File: src/wdc_pkg.sv
package wdc_pkg;
    // --------------------------------------------------------------
    // register map
    // --------------------------------------------------------------
    localparam logic [7:0] WDC_ADDR_COMPARE_CLEAR = 8'hf4;
    localparam logic [7:0] WDC_ADDR_DISABLE_CODE = 8'hf6;
    localparam logic [7:0] WDC_ADDR_CONTROL = 8'hf2;
    localparam logic [7:0] WDC_RST_COMPARE = 8'h7f;
    localparam logic [7:0] WDC_RST_DISABLE_CODE = 8'h00;
    localparam logic [7:0] WDC_DISABLE_MAGIC = 8'ha5;
    localparam logic WDC_RST_ENABLE = 1'b1;
    localparam int WDC_CLEAR_BIT = 7;
    localparam int WDC_ENABLE_BIT = 4;
    localparam logic [6:0] WDC_CNT_ZERO = 7'h00;
    localparam logic [6:0] WDC_CNT_ONE = 7'h01;

    // --------------------------------------------------------------
    // register bus request
    // --------------------------------------------------------------
    typedef struct packed {
        logic [7:0] addr;
        logic [7:0] wdata;
        logic wr;
        logic rd;
    } wdc_req_t;
endpackage

File: src/wdc_watchdog.sv
// Functional notes
// RL1 - counter advances only on interval timer tick pulses, never the raw clock
// RL2 - interval timer tick input sets the count rate of the watchdog
// RL3 - seven bit counter paired with software writable compare field
// RL4 - match of counter with compare bits six to zero sets request flag
// RL5 - enable bit chooses interrupt request or cpu reset on a match
// RL6 - enable zero gives plain interval timer, one gives reset watchdog
// RL7 - with enable one, reset blocked only while disable code holds a5, else armed
// RL8 - after reset disable code reads 00 and enable bit reads one
// RL9 - clear bit zeroes counter, self clears after one cycle, counting resumes
// RL10 - without malfunction detection matches give periodic interrupts
// RL11 - software must clear counter periodically before a match occurs
// RL12 - counter increments by one per tick and wraps 127 to 0
module wdc_watchdog
    import wdc_pkg::*;
(
    // clock and reset
    input wire logic core_clk,
    input wire logic rstn,
    // register port
    input wire wdc_req_t bus_req,
    output logic [7:0] bus_rdata,
    // time base from interval timer
    input wire logic bit_tick,
    // events
    input wire logic irq_ack,
    output logic irq_flag,
    output logic cpu_reset_req
);
    // ----------------------------------------------------------------
    // state
    // ----------------------------------------------------------------
    logic [6:0] cnt_q, cnt_d;
    logic [6:0] cmp_q, cmp_d;
    logic clr_q, clr_d;
    logic [7:0] code_q, code_d;
    logic en_q, en_d;
    logic irq_q, irq_d;
    logic rst_q, rst_d;
    logic [7:0] rdata_q, rdata_d;
    logic match;
    logic armed;
    logic wr_cmp;
    logic wr_code;
    logic wr_ctrl;
    logic clr_wr;
    logic fire;
    logic [7:0] ctrl_view;
    logic [7:0] cmp_view;

    // ----------------------------------------------------------------
    // decode and compare
    // ----------------------------------------------------------------
    assign wr_cmp = bus_req.wr && (bus_req.addr == WDC_ADDR_COMPARE_CLEAR);
    assign wr_code = bus_req.wr && (bus_req.addr == WDC_ADDR_DISABLE_CODE);
    assign wr_ctrl = bus_req.wr && (bus_req.addr == WDC_ADDR_CONTROL);
    assign clr_wr = wr_cmp && bus_req.wdata[WDC_CLEAR_BIT];
    assign match = (cnt_q == cmp_q); // RL4
    // magic value disables only the reset path, the flag still works
    assign armed = en_q && (code_q != WDC_DISABLE_MAGIC); // RL7
    // a match counts only on a tick that the clear cycle does not swallow
    assign fire = bit_tick && match && !clr_q; // RL4

    // ----------------------------------------------------------------
    // counter
    // ----------------------------------------------------------------
    // the counter never sees the raw clock rate, only the interval tick
    always_comb begin
        cnt_d = cnt_q;
        if (clr_q) begin
            cnt_d = WDC_CNT_ZERO; // RL9
        end else if (bit_tick) begin
            cnt_d = cnt_q + WDC_CNT_ONE; // RL1 RL2 RL12
        end
    end

    always_ff @(posedge core_clk) begin
        if (!rstn) begin
            cnt_q <= WDC_CNT_ZERO;
        end else begin
            cnt_q <= cnt_d;
        end
    end

    // ----------------------------------------------------------------
    // compare field and clear bit
    // ----------------------------------------------------------------
    always_comb begin
        cmp_d = cmp_q;
        clr_d = 1'b0; // RL9
        if (wr_cmp) begin
            cmp_d = bus_req.wdata[WDC_CLEAR_BIT-1:0]; // RL3
            clr_d = bus_req.wdata[WDC_CLEAR_BIT];
        end
    end

    always_ff @(posedge core_clk) begin
        if (!rstn) begin
            cmp_q <= WDC_RST_COMPARE[WDC_CLEAR_BIT-1:0];
            clr_q <= WDC_RST_COMPARE[WDC_CLEAR_BIT];
        end else begin
            cmp_q <= cmp_d;
            clr_q <= clr_d;
        end
    end

    // ----------------------------------------------------------------
    // disable code
    // ----------------------------------------------------------------
    // with the enable bit set, any value but the magic one keeps the reset path live
    always_comb begin
        code_d = code_q;
        if (wr_code) begin
            code_d = bus_req.wdata; // RL7
        end
    end

    always_ff @(posedge core_clk) begin
        if (!rstn) begin
            code_q <= WDC_RST_DISABLE_CODE; // RL8
        end else begin
            code_q <= code_d;
        end
    end

    // ----------------------------------------------------------------
    // enable bit
    // ----------------------------------------------------------------
    // armed from reset, so a hang before setup still recovers
    always_comb begin
        en_d = en_q;
        if (wr_ctrl) begin
            en_d = bus_req.wdata[WDC_ENABLE_BIT]; // RL6
        end
    end

    always_ff @(posedge core_clk) begin
        if (!rstn) begin
            en_q <= WDC_RST_ENABLE; // RL8
        end else begin
            en_q <= en_d;
        end
    end

    // ----------------------------------------------------------------
    // request flag and reset pulse
    // ----------------------------------------------------------------
    always_comb begin
        irq_d = irq_q;
        rst_d = 1'b0;
        if (irq_ack) begin
            irq_d = 1'b0;
        end
        // a tick landing on a match beats the acknowledge
        if (fire) begin
            if (armed) begin
                rst_d = 1'b1; // RL5 RL6
            end else begin
                irq_d = 1'b1; // RL4 RL6 RL10
            end
        end
    end

    always_ff @(posedge core_clk) begin
        if (!rstn) begin
            irq_q <= 1'b0;
            rst_q <= 1'b0;
        end else begin
            irq_q <= irq_d;
            rst_q <= rst_d;
        end
    end

    assign irq_flag = irq_q;
    // a single cycle pulse, the cpu side must latch it
    assign cpu_reset_req = rst_q;

    // ----------------------------------------------------------------
    // read port
    // ----------------------------------------------------------------
    assign cmp_view = {clr_q, cmp_q};
    assign ctrl_view = 8'(en_q) << WDC_ENABLE_BIT;
    // data is zero outside the cycle after a read, so a stray sample is harmless
    always_comb begin
        rdata_d = 8'h00;
        if (bus_req.rd) begin
            case (bus_req.addr)
                WDC_ADDR_COMPARE_CLEAR: rdata_d = cmp_view;
                WDC_ADDR_DISABLE_CODE: rdata_d = code_q;
                WDC_ADDR_CONTROL: rdata_d = ctrl_view; // RL6
                default: rdata_d = 8'h00;
            endcase
        end
    end

    always_ff @(posedge core_clk) begin
        if (!rstn) begin
            rdata_q <= 8'h00;
        end else begin
            rdata_q <= rdata_d;
        end
    end

    assign bus_rdata = rdata_q;

    // ----------------------------------------------------------------
    // counter checks
    // ----------------------------------------------------------------
    AST_CLEAR_ZEROES: assert property (@(posedge core_clk) disable iff (!rstn) // RL9
        clr_q
        |=> cnt_q == WDC_CNT_ZERO)
        else $error("clear bit did not zero counter");

    AST_CLEAR_SELF: assert property (@(posedge core_clk) disable iff (!rstn) // RL9
        clr_wr
        |=> clr_q)
        else $error("clear bit not taken");

    AST_CLEAR_DROP: assert property (@(posedge core_clk) disable iff (!rstn) // RL9
        clr_q && !clr_wr
        |=> !clr_q)
        else $error("clear bit not self clearing");

    AST_TICK_INC: assert property (@(posedge core_clk) disable iff (!rstn) // RL12
        bit_tick && !clr_q
        |=> cnt_q == $past(cnt_q) + WDC_CNT_ONE)
        else $error("counter did not step by one");

    AST_HOLD: assert property (@(posedge core_clk) disable iff (!rstn) // RL1
        !bit_tick && !clr_q
        |=> $stable(cnt_q))
        else $error("counter moved without tick");

    AST_WRAP: assert property (@(posedge core_clk) disable iff (!rstn) // RL12
        bit_tick && !clr_q && (&cnt_q)
        |=> cnt_q == WDC_CNT_ZERO)
        else $error("counter did not wrap");

    AST_RATE: assert property (@(posedge core_clk) disable iff (!rstn) // RL2
        $changed(cnt_q)
        |-> $past(bit_tick) || $past(clr_q))
        else $error("counter moved off the time base");

    // ----------------------------------------------------------------
    // register checks
    // ----------------------------------------------------------------
    AST_CMP_WRITE: assert property (@(posedge core_clk) disable iff (!rstn) // RL3
        wr_cmp
        |=> cmp_q == $past(bus_req.wdata[WDC_CLEAR_BIT-1:0]))
        else $error("compare field not written");

    AST_CMP_KEEP: assert property (@(posedge core_clk) disable iff (!rstn) // RL3
        !wr_cmp
        |=> $stable(cmp_q))
        else $error("compare field changed without write");

    AST_CODE_WRITE: assert property (@(posedge core_clk) disable iff (!rstn) // RL7
        wr_code
        |=> code_q == $past(bus_req.wdata))
        else $error("disable code not written");

    AST_EN_WRITE: assert property (@(posedge core_clk) disable iff (!rstn) // RL6
        wr_ctrl
        |=> en_q == $past(bus_req.wdata[WDC_ENABLE_BIT]))
        else $error("enable bit not written");

    AST_RESET_VAL: assert property (@(posedge core_clk) // RL8
        !rstn
        |=> en_q && code_q == WDC_RST_DISABLE_CODE)
        else $error("wrong reset defaults");

    AST_RESET_CMP: assert property (@(posedge core_clk) // RL3
        !rstn
        |=> cmp_q == WDC_RST_COMPARE[WDC_CLEAR_BIT-1:0])
        else $error("wrong compare reset value");

    // ----------------------------------------------------------------
    // event checks
    // ----------------------------------------------------------------
    AST_IRQ_SET: assert property (@(posedge core_clk) disable iff (!rstn) // RL4
        fire && !armed
        |=> irq_flag)
        else $error("match did not raise flag");

    AST_RST_SET: assert property (@(posedge core_clk) disable iff (!rstn) // RL5
        fire && armed
        |=> cpu_reset_req)
        else $error("armed match did not raise reset");

    AST_RST_PULSE: assert property (@(posedge core_clk) disable iff (!rstn) // RL5
        cpu_reset_req
        |=> !cpu_reset_req)
        else $error("reset request longer than one cycle");

    AST_RST_CAUSE: assert property (@(posedge core_clk) disable iff (!rstn) // RL5
        cpu_reset_req
        |-> $past(fire) && $past(armed))
        else $error("reset request without armed match");

    AST_MAGIC: assert property (@(posedge core_clk) disable iff (!rstn) // RL7
        code_q == WDC_DISABLE_MAGIC
        |=> !cpu_reset_req)
        else $error("reset while disable code held");

    AST_TIMER_MODE: assert property (@(posedge core_clk) disable iff (!rstn) // RL6
        !en_q
        |=> !cpu_reset_req)
        else $error("reset in plain timer mode");

    AST_IRQ_HOLD: assert property (@(posedge core_clk) disable iff (!rstn) // RL10
        irq_flag && !irq_ack
        |=> irq_flag)
        else $error("flag dropped without acknowledge");

    AST_IRQ_CLEAR: assert property (@(posedge core_clk) disable iff (!rstn) // RL4
        irq_ack && !fire
        |=> !irq_flag)
        else $error("acknowledge did not clear flag");

    AST_ARMED_NO_FLAG: assert property (@(posedge core_clk) disable iff (!rstn) // RL5
        fire && armed && !irq_flag
        |=> !irq_flag)
        else $error("armed match raised the flag");

    // ----------------------------------------------------------------
    // read checks
    // ----------------------------------------------------------------
    AST_RD_IDLE: assert property (@(posedge core_clk) disable iff (!rstn) // RL3
        !bus_req.rd
        |=> bus_rdata == 8'h00)
        else $error("read data outside read cycle");

    AST_RD_CODE: assert property (@(posedge core_clk) disable iff (!rstn) // RL7
        bus_req.rd && bus_req.addr == WDC_ADDR_DISABLE_CODE
        |=> bus_rdata == $past(code_q))
        else $error("disable code read back wrong");
endmodule

File: config.mk
export PLATFORM = sky130hd
export DESIGN_NAME = wdc_watchdog
export DESIGN_NICKNAME = d
export VERILOG_FILES = /design/src/wdc_pkg.sv /design/src/wdc_watchdog.sv
export SDC_FILE = /design/constraint.sdc
export NUM_CORES = 1
export LEC_CHECK = 0
export BUFFER_PORTS_ARGS = -buffer_cell sky130_fd_sc_hd__buf_2
export CORE_ASPECT_RATIO = 1.5
export CORE_MARGIN = 2
export CORE_UTILIZATION = 56
export DETAILED_ROUTE_END_ITERATION = 10
export GPL_ROUTABILITY_DRIVEN = 0
export PLACE_DENSITY = 0.86
export SLEW_MARGIN = 30
export SYNTH_ARGS = -nofsm -noshare
export SYNTH_HDL_FRONTEND = slang
export SYNTH_SLANG_ARGS = --single-unit
File: constraint.sdc
create_clock -name core_clk -period 2.45 [get_ports core_clk]
set_clock_uncertainty 0.2 [all_clocks]
set_input_delay 0.245 -clock core_clk [delete_from_list [all_inputs] [get_ports core_clk]]
set_output_delay 0.245 -clock core_clk [all_outputs]
set_load 0.01 [all_outputs]
==> run summary <==
• run status: completed
• met3 WL post-DR: 149 um
• critical path fanouts, max: 2
• WP data arrival: 1.76 ns
• Worst slew margin: 56.88%
• kind of end point of the critical path: register
• global routing usage summed across all routing layers: 23.12%
• post-synthesis net count: 174
• data required time of the worst path: 2.53 ns
• number of antenna violations at the first check in global routing: 0
• Detail Route met2 WL: 1572 um
• wire length of the first global-routing pass: 4892 um
• top cell types by occurrence after synthesis: sky130_fd_sc_hd__dfxtp_1 (34), sky130_fd_sc_hd__nand2_1 (23), sky130_fd_sc_hd__mux2i_1 (17)
• max-cap viol count: 0
• number of antenna-violating nets in the routed design: 0
• Antenna Diode Count: 0
• total power divided by cell area: 527.6 nW/um^2
• final-report hold violation count: 0
• Inst Count DP: 200
• transition time of the tightest slew-check pin: 0.6420 ns
• detailed-route DRC error count: 0
• Net count, final: 217
• area of the placeable core: 2422 sq um
• most used flip-flop cell after synthesis: sky130_fd_sc_hd__dfxtp_1
• CTS Buf Count: 5
• number of different library cells in the post-synthesis netlist: 26
• area of the die: 2968 sq um
• detailed-route via count: 1,215
• Die Width: 45.16 um
• global route total overflow: 0
• average instance area after synthesis: 9.421 sq um
• highest metal used: met4
• Critical Path Start Type: primary input
• count of H-tree levels built during CTS: 2
• highest ir drop seen on vdd: 397.9 uV
• Pins Over Slew Limit: 0
• Yosys warning total: 0
• DIE HEIGHT: 65.73 um
• path type of the worst setup path: in2reg
• clock latency of the later-clocked register in the worst-skew pair: 0.33 ns
• maximum clock frequency: 0.5951 GHz
• deepest clock path buffer count: 2
• starting density of the core: 58.73%
• cell taking the most area after synthesis: sky130_fd_sc_hd__dfxtp_1
• final std cells w/o fill: 218
• fillers: 197
• TritonCTS clock tree: yes
• Multi-input gate area: 700.7 sq um
• number of violations reported at the end of detailed-routing iteration 0: 14
• Seq cells post-synth: 34
• largest cells by area after synthesis: sky130_fd_sc_hd__dfxtp_1 (48%), sky130_fd_sc_hd__mux2i_1 (12%), sky130_fd_sc_hd__xor2_1 (6.2%), sky130_fd_sc_hd__nand2_1 (6.1%), sky130_fd_sc_hd__nand3_1 (3.5%)
• total negative slack: 0 ns
• minimum clock period: 1.680 ns
• Routed met1 length: 1137 um
• final worst-path cycle share: 68.58%
• sequential cell area fraction in the yosys report: 47.85%
• synthesized area: 1423 sq um
• fraction of final layout cells with drive strength greater than 1: 22.16%
• number of sinks on the clock net: 34
• clock-pin slew of the registers on the worst-case setup and hold paths: 0.10 ns
• count of flip-flops with a built-in enable after synthesis: 0
• sum of routed wire length over all layers: 2969 um
• top-level port count: 32
• final setup fails: 0
• library cell with the highest instance count after synthesis: sky130_fd_sc_hd__dfxtp_1
• Clk Tree Root Cell: sky130_fd_sc_hd__clkbuf_4
• area share of the largest cell type after synthesis: 47.85%
• leakage power summed over all cells: 0.7122 nW
• fraction of registers with async set/reset: 0%
• half-perimeter wire length after detailed placement: 2095 um
• Reg2Reg Setup Slack: 0.80 ns
• Area growth, synth to finish: 22.78%
• class of the tightest hold or removal check: in2reg
• quantity of I/O buffers inserted on ports: 31
• number of gates given a new drive strength after cts: 0
• post-synthesis instance total: 151
• number of standard-cell rows in the floorplan: 22
• via count of the first global-routing pass: 1,198
• average via count per standard cell: 5.573
• detailed-route wire length per cell: 13.62 um
• setup repair after global routing missed its margin: no
• iteration count of the initial detailed-routing pass: 4
• largest net degree at the start of global routing: 28
• Sequential cell area: 680.7 sq um
## critical path: stages
cell and delay [ns]:
sky130_fd_sc_hd__dlygate4sd3_1 0.52, sky130_fd_sc_hd__buf_2 0.09, sky130_fd_sc_hd__nand2_1 0.06, sky130_fd_sc_hd__nor4_1 0.27
sky130_fd_sc_hd__dlygate4sd3_1 0.58
## repair_timing
item | 4_1_cts | 5_1_grt
setup buffers | 0 | 0
hold buffers | 11 | 0
hold endpoints to repair | 19 | 0
endpoints found under the setup margin | 0 | 0
## registers in the layout, summed over array words and instances, names as in the netlist
name	cells
bus_rdata	8
code_q	8
cmp_q	7
cnt_q	7
clr_q	1
cpu_reset_req	1
en_q	1
irq_flag	1
## kinds of logic (layout without fill, tap and decap cells)
| logic type | Yosys count | in the layout | synth area share, % |
|---|---|---|---|
| multiplexers | 17 | 17 | 11.96 |
| AO/OA/AOI/OAI | 15 | 15 | 5.630 |
| AND/OR/NAND/NOR | 63 | 63 | 24.01 |
| flip-flops | 34 | 34 | 47.85 |
| XOR/XNOR | 11 | 11 | 6.772 |
| buffers and inverters | 10 | 53 | 2.902 |
| adder cells (fa/ha/maj) | 1 | 1 | 0.8794 |
## report_power, final
part	switching (W)	total [W]	internal (W)	leakage, nW
clock	0.000180	0.000283	0.000103	0.0308
combinational	0.0000378	0.0000775	0.0000397	0.407
sequential	0.00000511	0.000561	0.000556	0.275
## cell usage in the layout (no fill, tap or decap)
cell type                       netlist  final
sky130_fd_sc_hd__nand4_1              2      2
sky130_fd_sc_hd__a21oi_1              2      2
sky130_fd_sc_hd__buf_2                3     31
sky130_fd_sc_hd__nor4_4               1      1
sky130_fd_sc_hd__inv_1                2      2
sky130_fd_sc_hd__nor3_2               1      1
sky130_fd_sc_hd__nand4bb_4            1      1
sky130_fd_sc_hd__mux2i_1             17     17
sky130_fd_sc_hd__a21boi_0             1      1
sky130_fd_sc_hd__dfxtp_1             34     34
sky130_fd_sc_hd__ha_1                 1      1
sky130_fd_sc_hd__a31oi_1              1      1
sky130_fd_sc_hd__xnor2_1              1      1
sky130_fd_sc_hd__o21ai_0             10     10
sky130_fd_sc_hd__and3_1               1      1
sky130_fd_sc_hd__clkinv_2             0      2
sky130_fd_sc_hd__buf_4                0      2
sky130_fd_sc_hd__dlygate4sd3_1        0     11
sky130_fd_sc_hd__nand2_1             23     23
sky130_fd_sc_hd__clkbuf_4             0      5
sky130_fd_sc_hd__nor4bb_1             2      2
sky130_fd_sc_hd__or3_1                3      3
sky130_fd_sc_hd__xor2_1              10     10
sky130_fd_sc_hd__nor2_1              13     13
sky130_fd_sc_hd__nand3_1             10     10
sky130_fd_sc_hd__o22ai_1              1      1
sky130_fd_sc_hd__nand2b_1             1      1
sky130_fd_sc_hd__and4_1               1      1
sky130_fd_sc_hd__nor4_1               4      4
## metrics by stage
step | util, % | setup WS [ns] | cell area (sq um) | hold slack, ns | total power, W
final | 72.11 | 0.7697 | 1747 | 0.02829 | 0.0009216
after CTS | 72.11 | 0.8246 | 1747 | 0.01108 | 0.0009295
after floorplan | - | 0.8367 | 1423 | 0.1588 | 0.0006109
after detailed placement | 65.60 | 0.5790 | 1589 | 0.2494 | 0.0006383
after global routing | 72.11 | 0.7261 | 1747 | 0.03299 | 0.0009662
after global placement | 65.60 | 0.6389 | 1589 | 0.2516 | 0.0006346
## routing by layer
| layer | up-vias | GRT usage, % |
|---|---|---|
| li1 | 610 | - |
| met1 | 564 | 22.76 |
| met2 | 33 | 40.36 |
| met3 | 8 | 6.593 |
| met4 | 0 | 14.34 |
| met5 | - | 0 |
## layout make-up
class	count	share of cell area (%)
multi-input cells	107	40.11
flip-flops and latches	34	38.97
repair buffers	44	16.05
clock buffers	5	2.149
well taps	24	1.719
clock inverters	2	0.5731
inverters	2	0.4298
## path summary, 6_finish.rpt
| kind | depth (start not counted) | end | startpoint |
|---|---|---|---|
| min | 3 | irq_flag | bit_tick |
| max reg2reg | 5 | bus_rdata[4] | en_q |
| min reg2reg | 2 | code_q[7] | code_q[7] |
| max | 5 | bus_rdata[4] | bus_req[0] |
(Power assumes the default switching activity.)
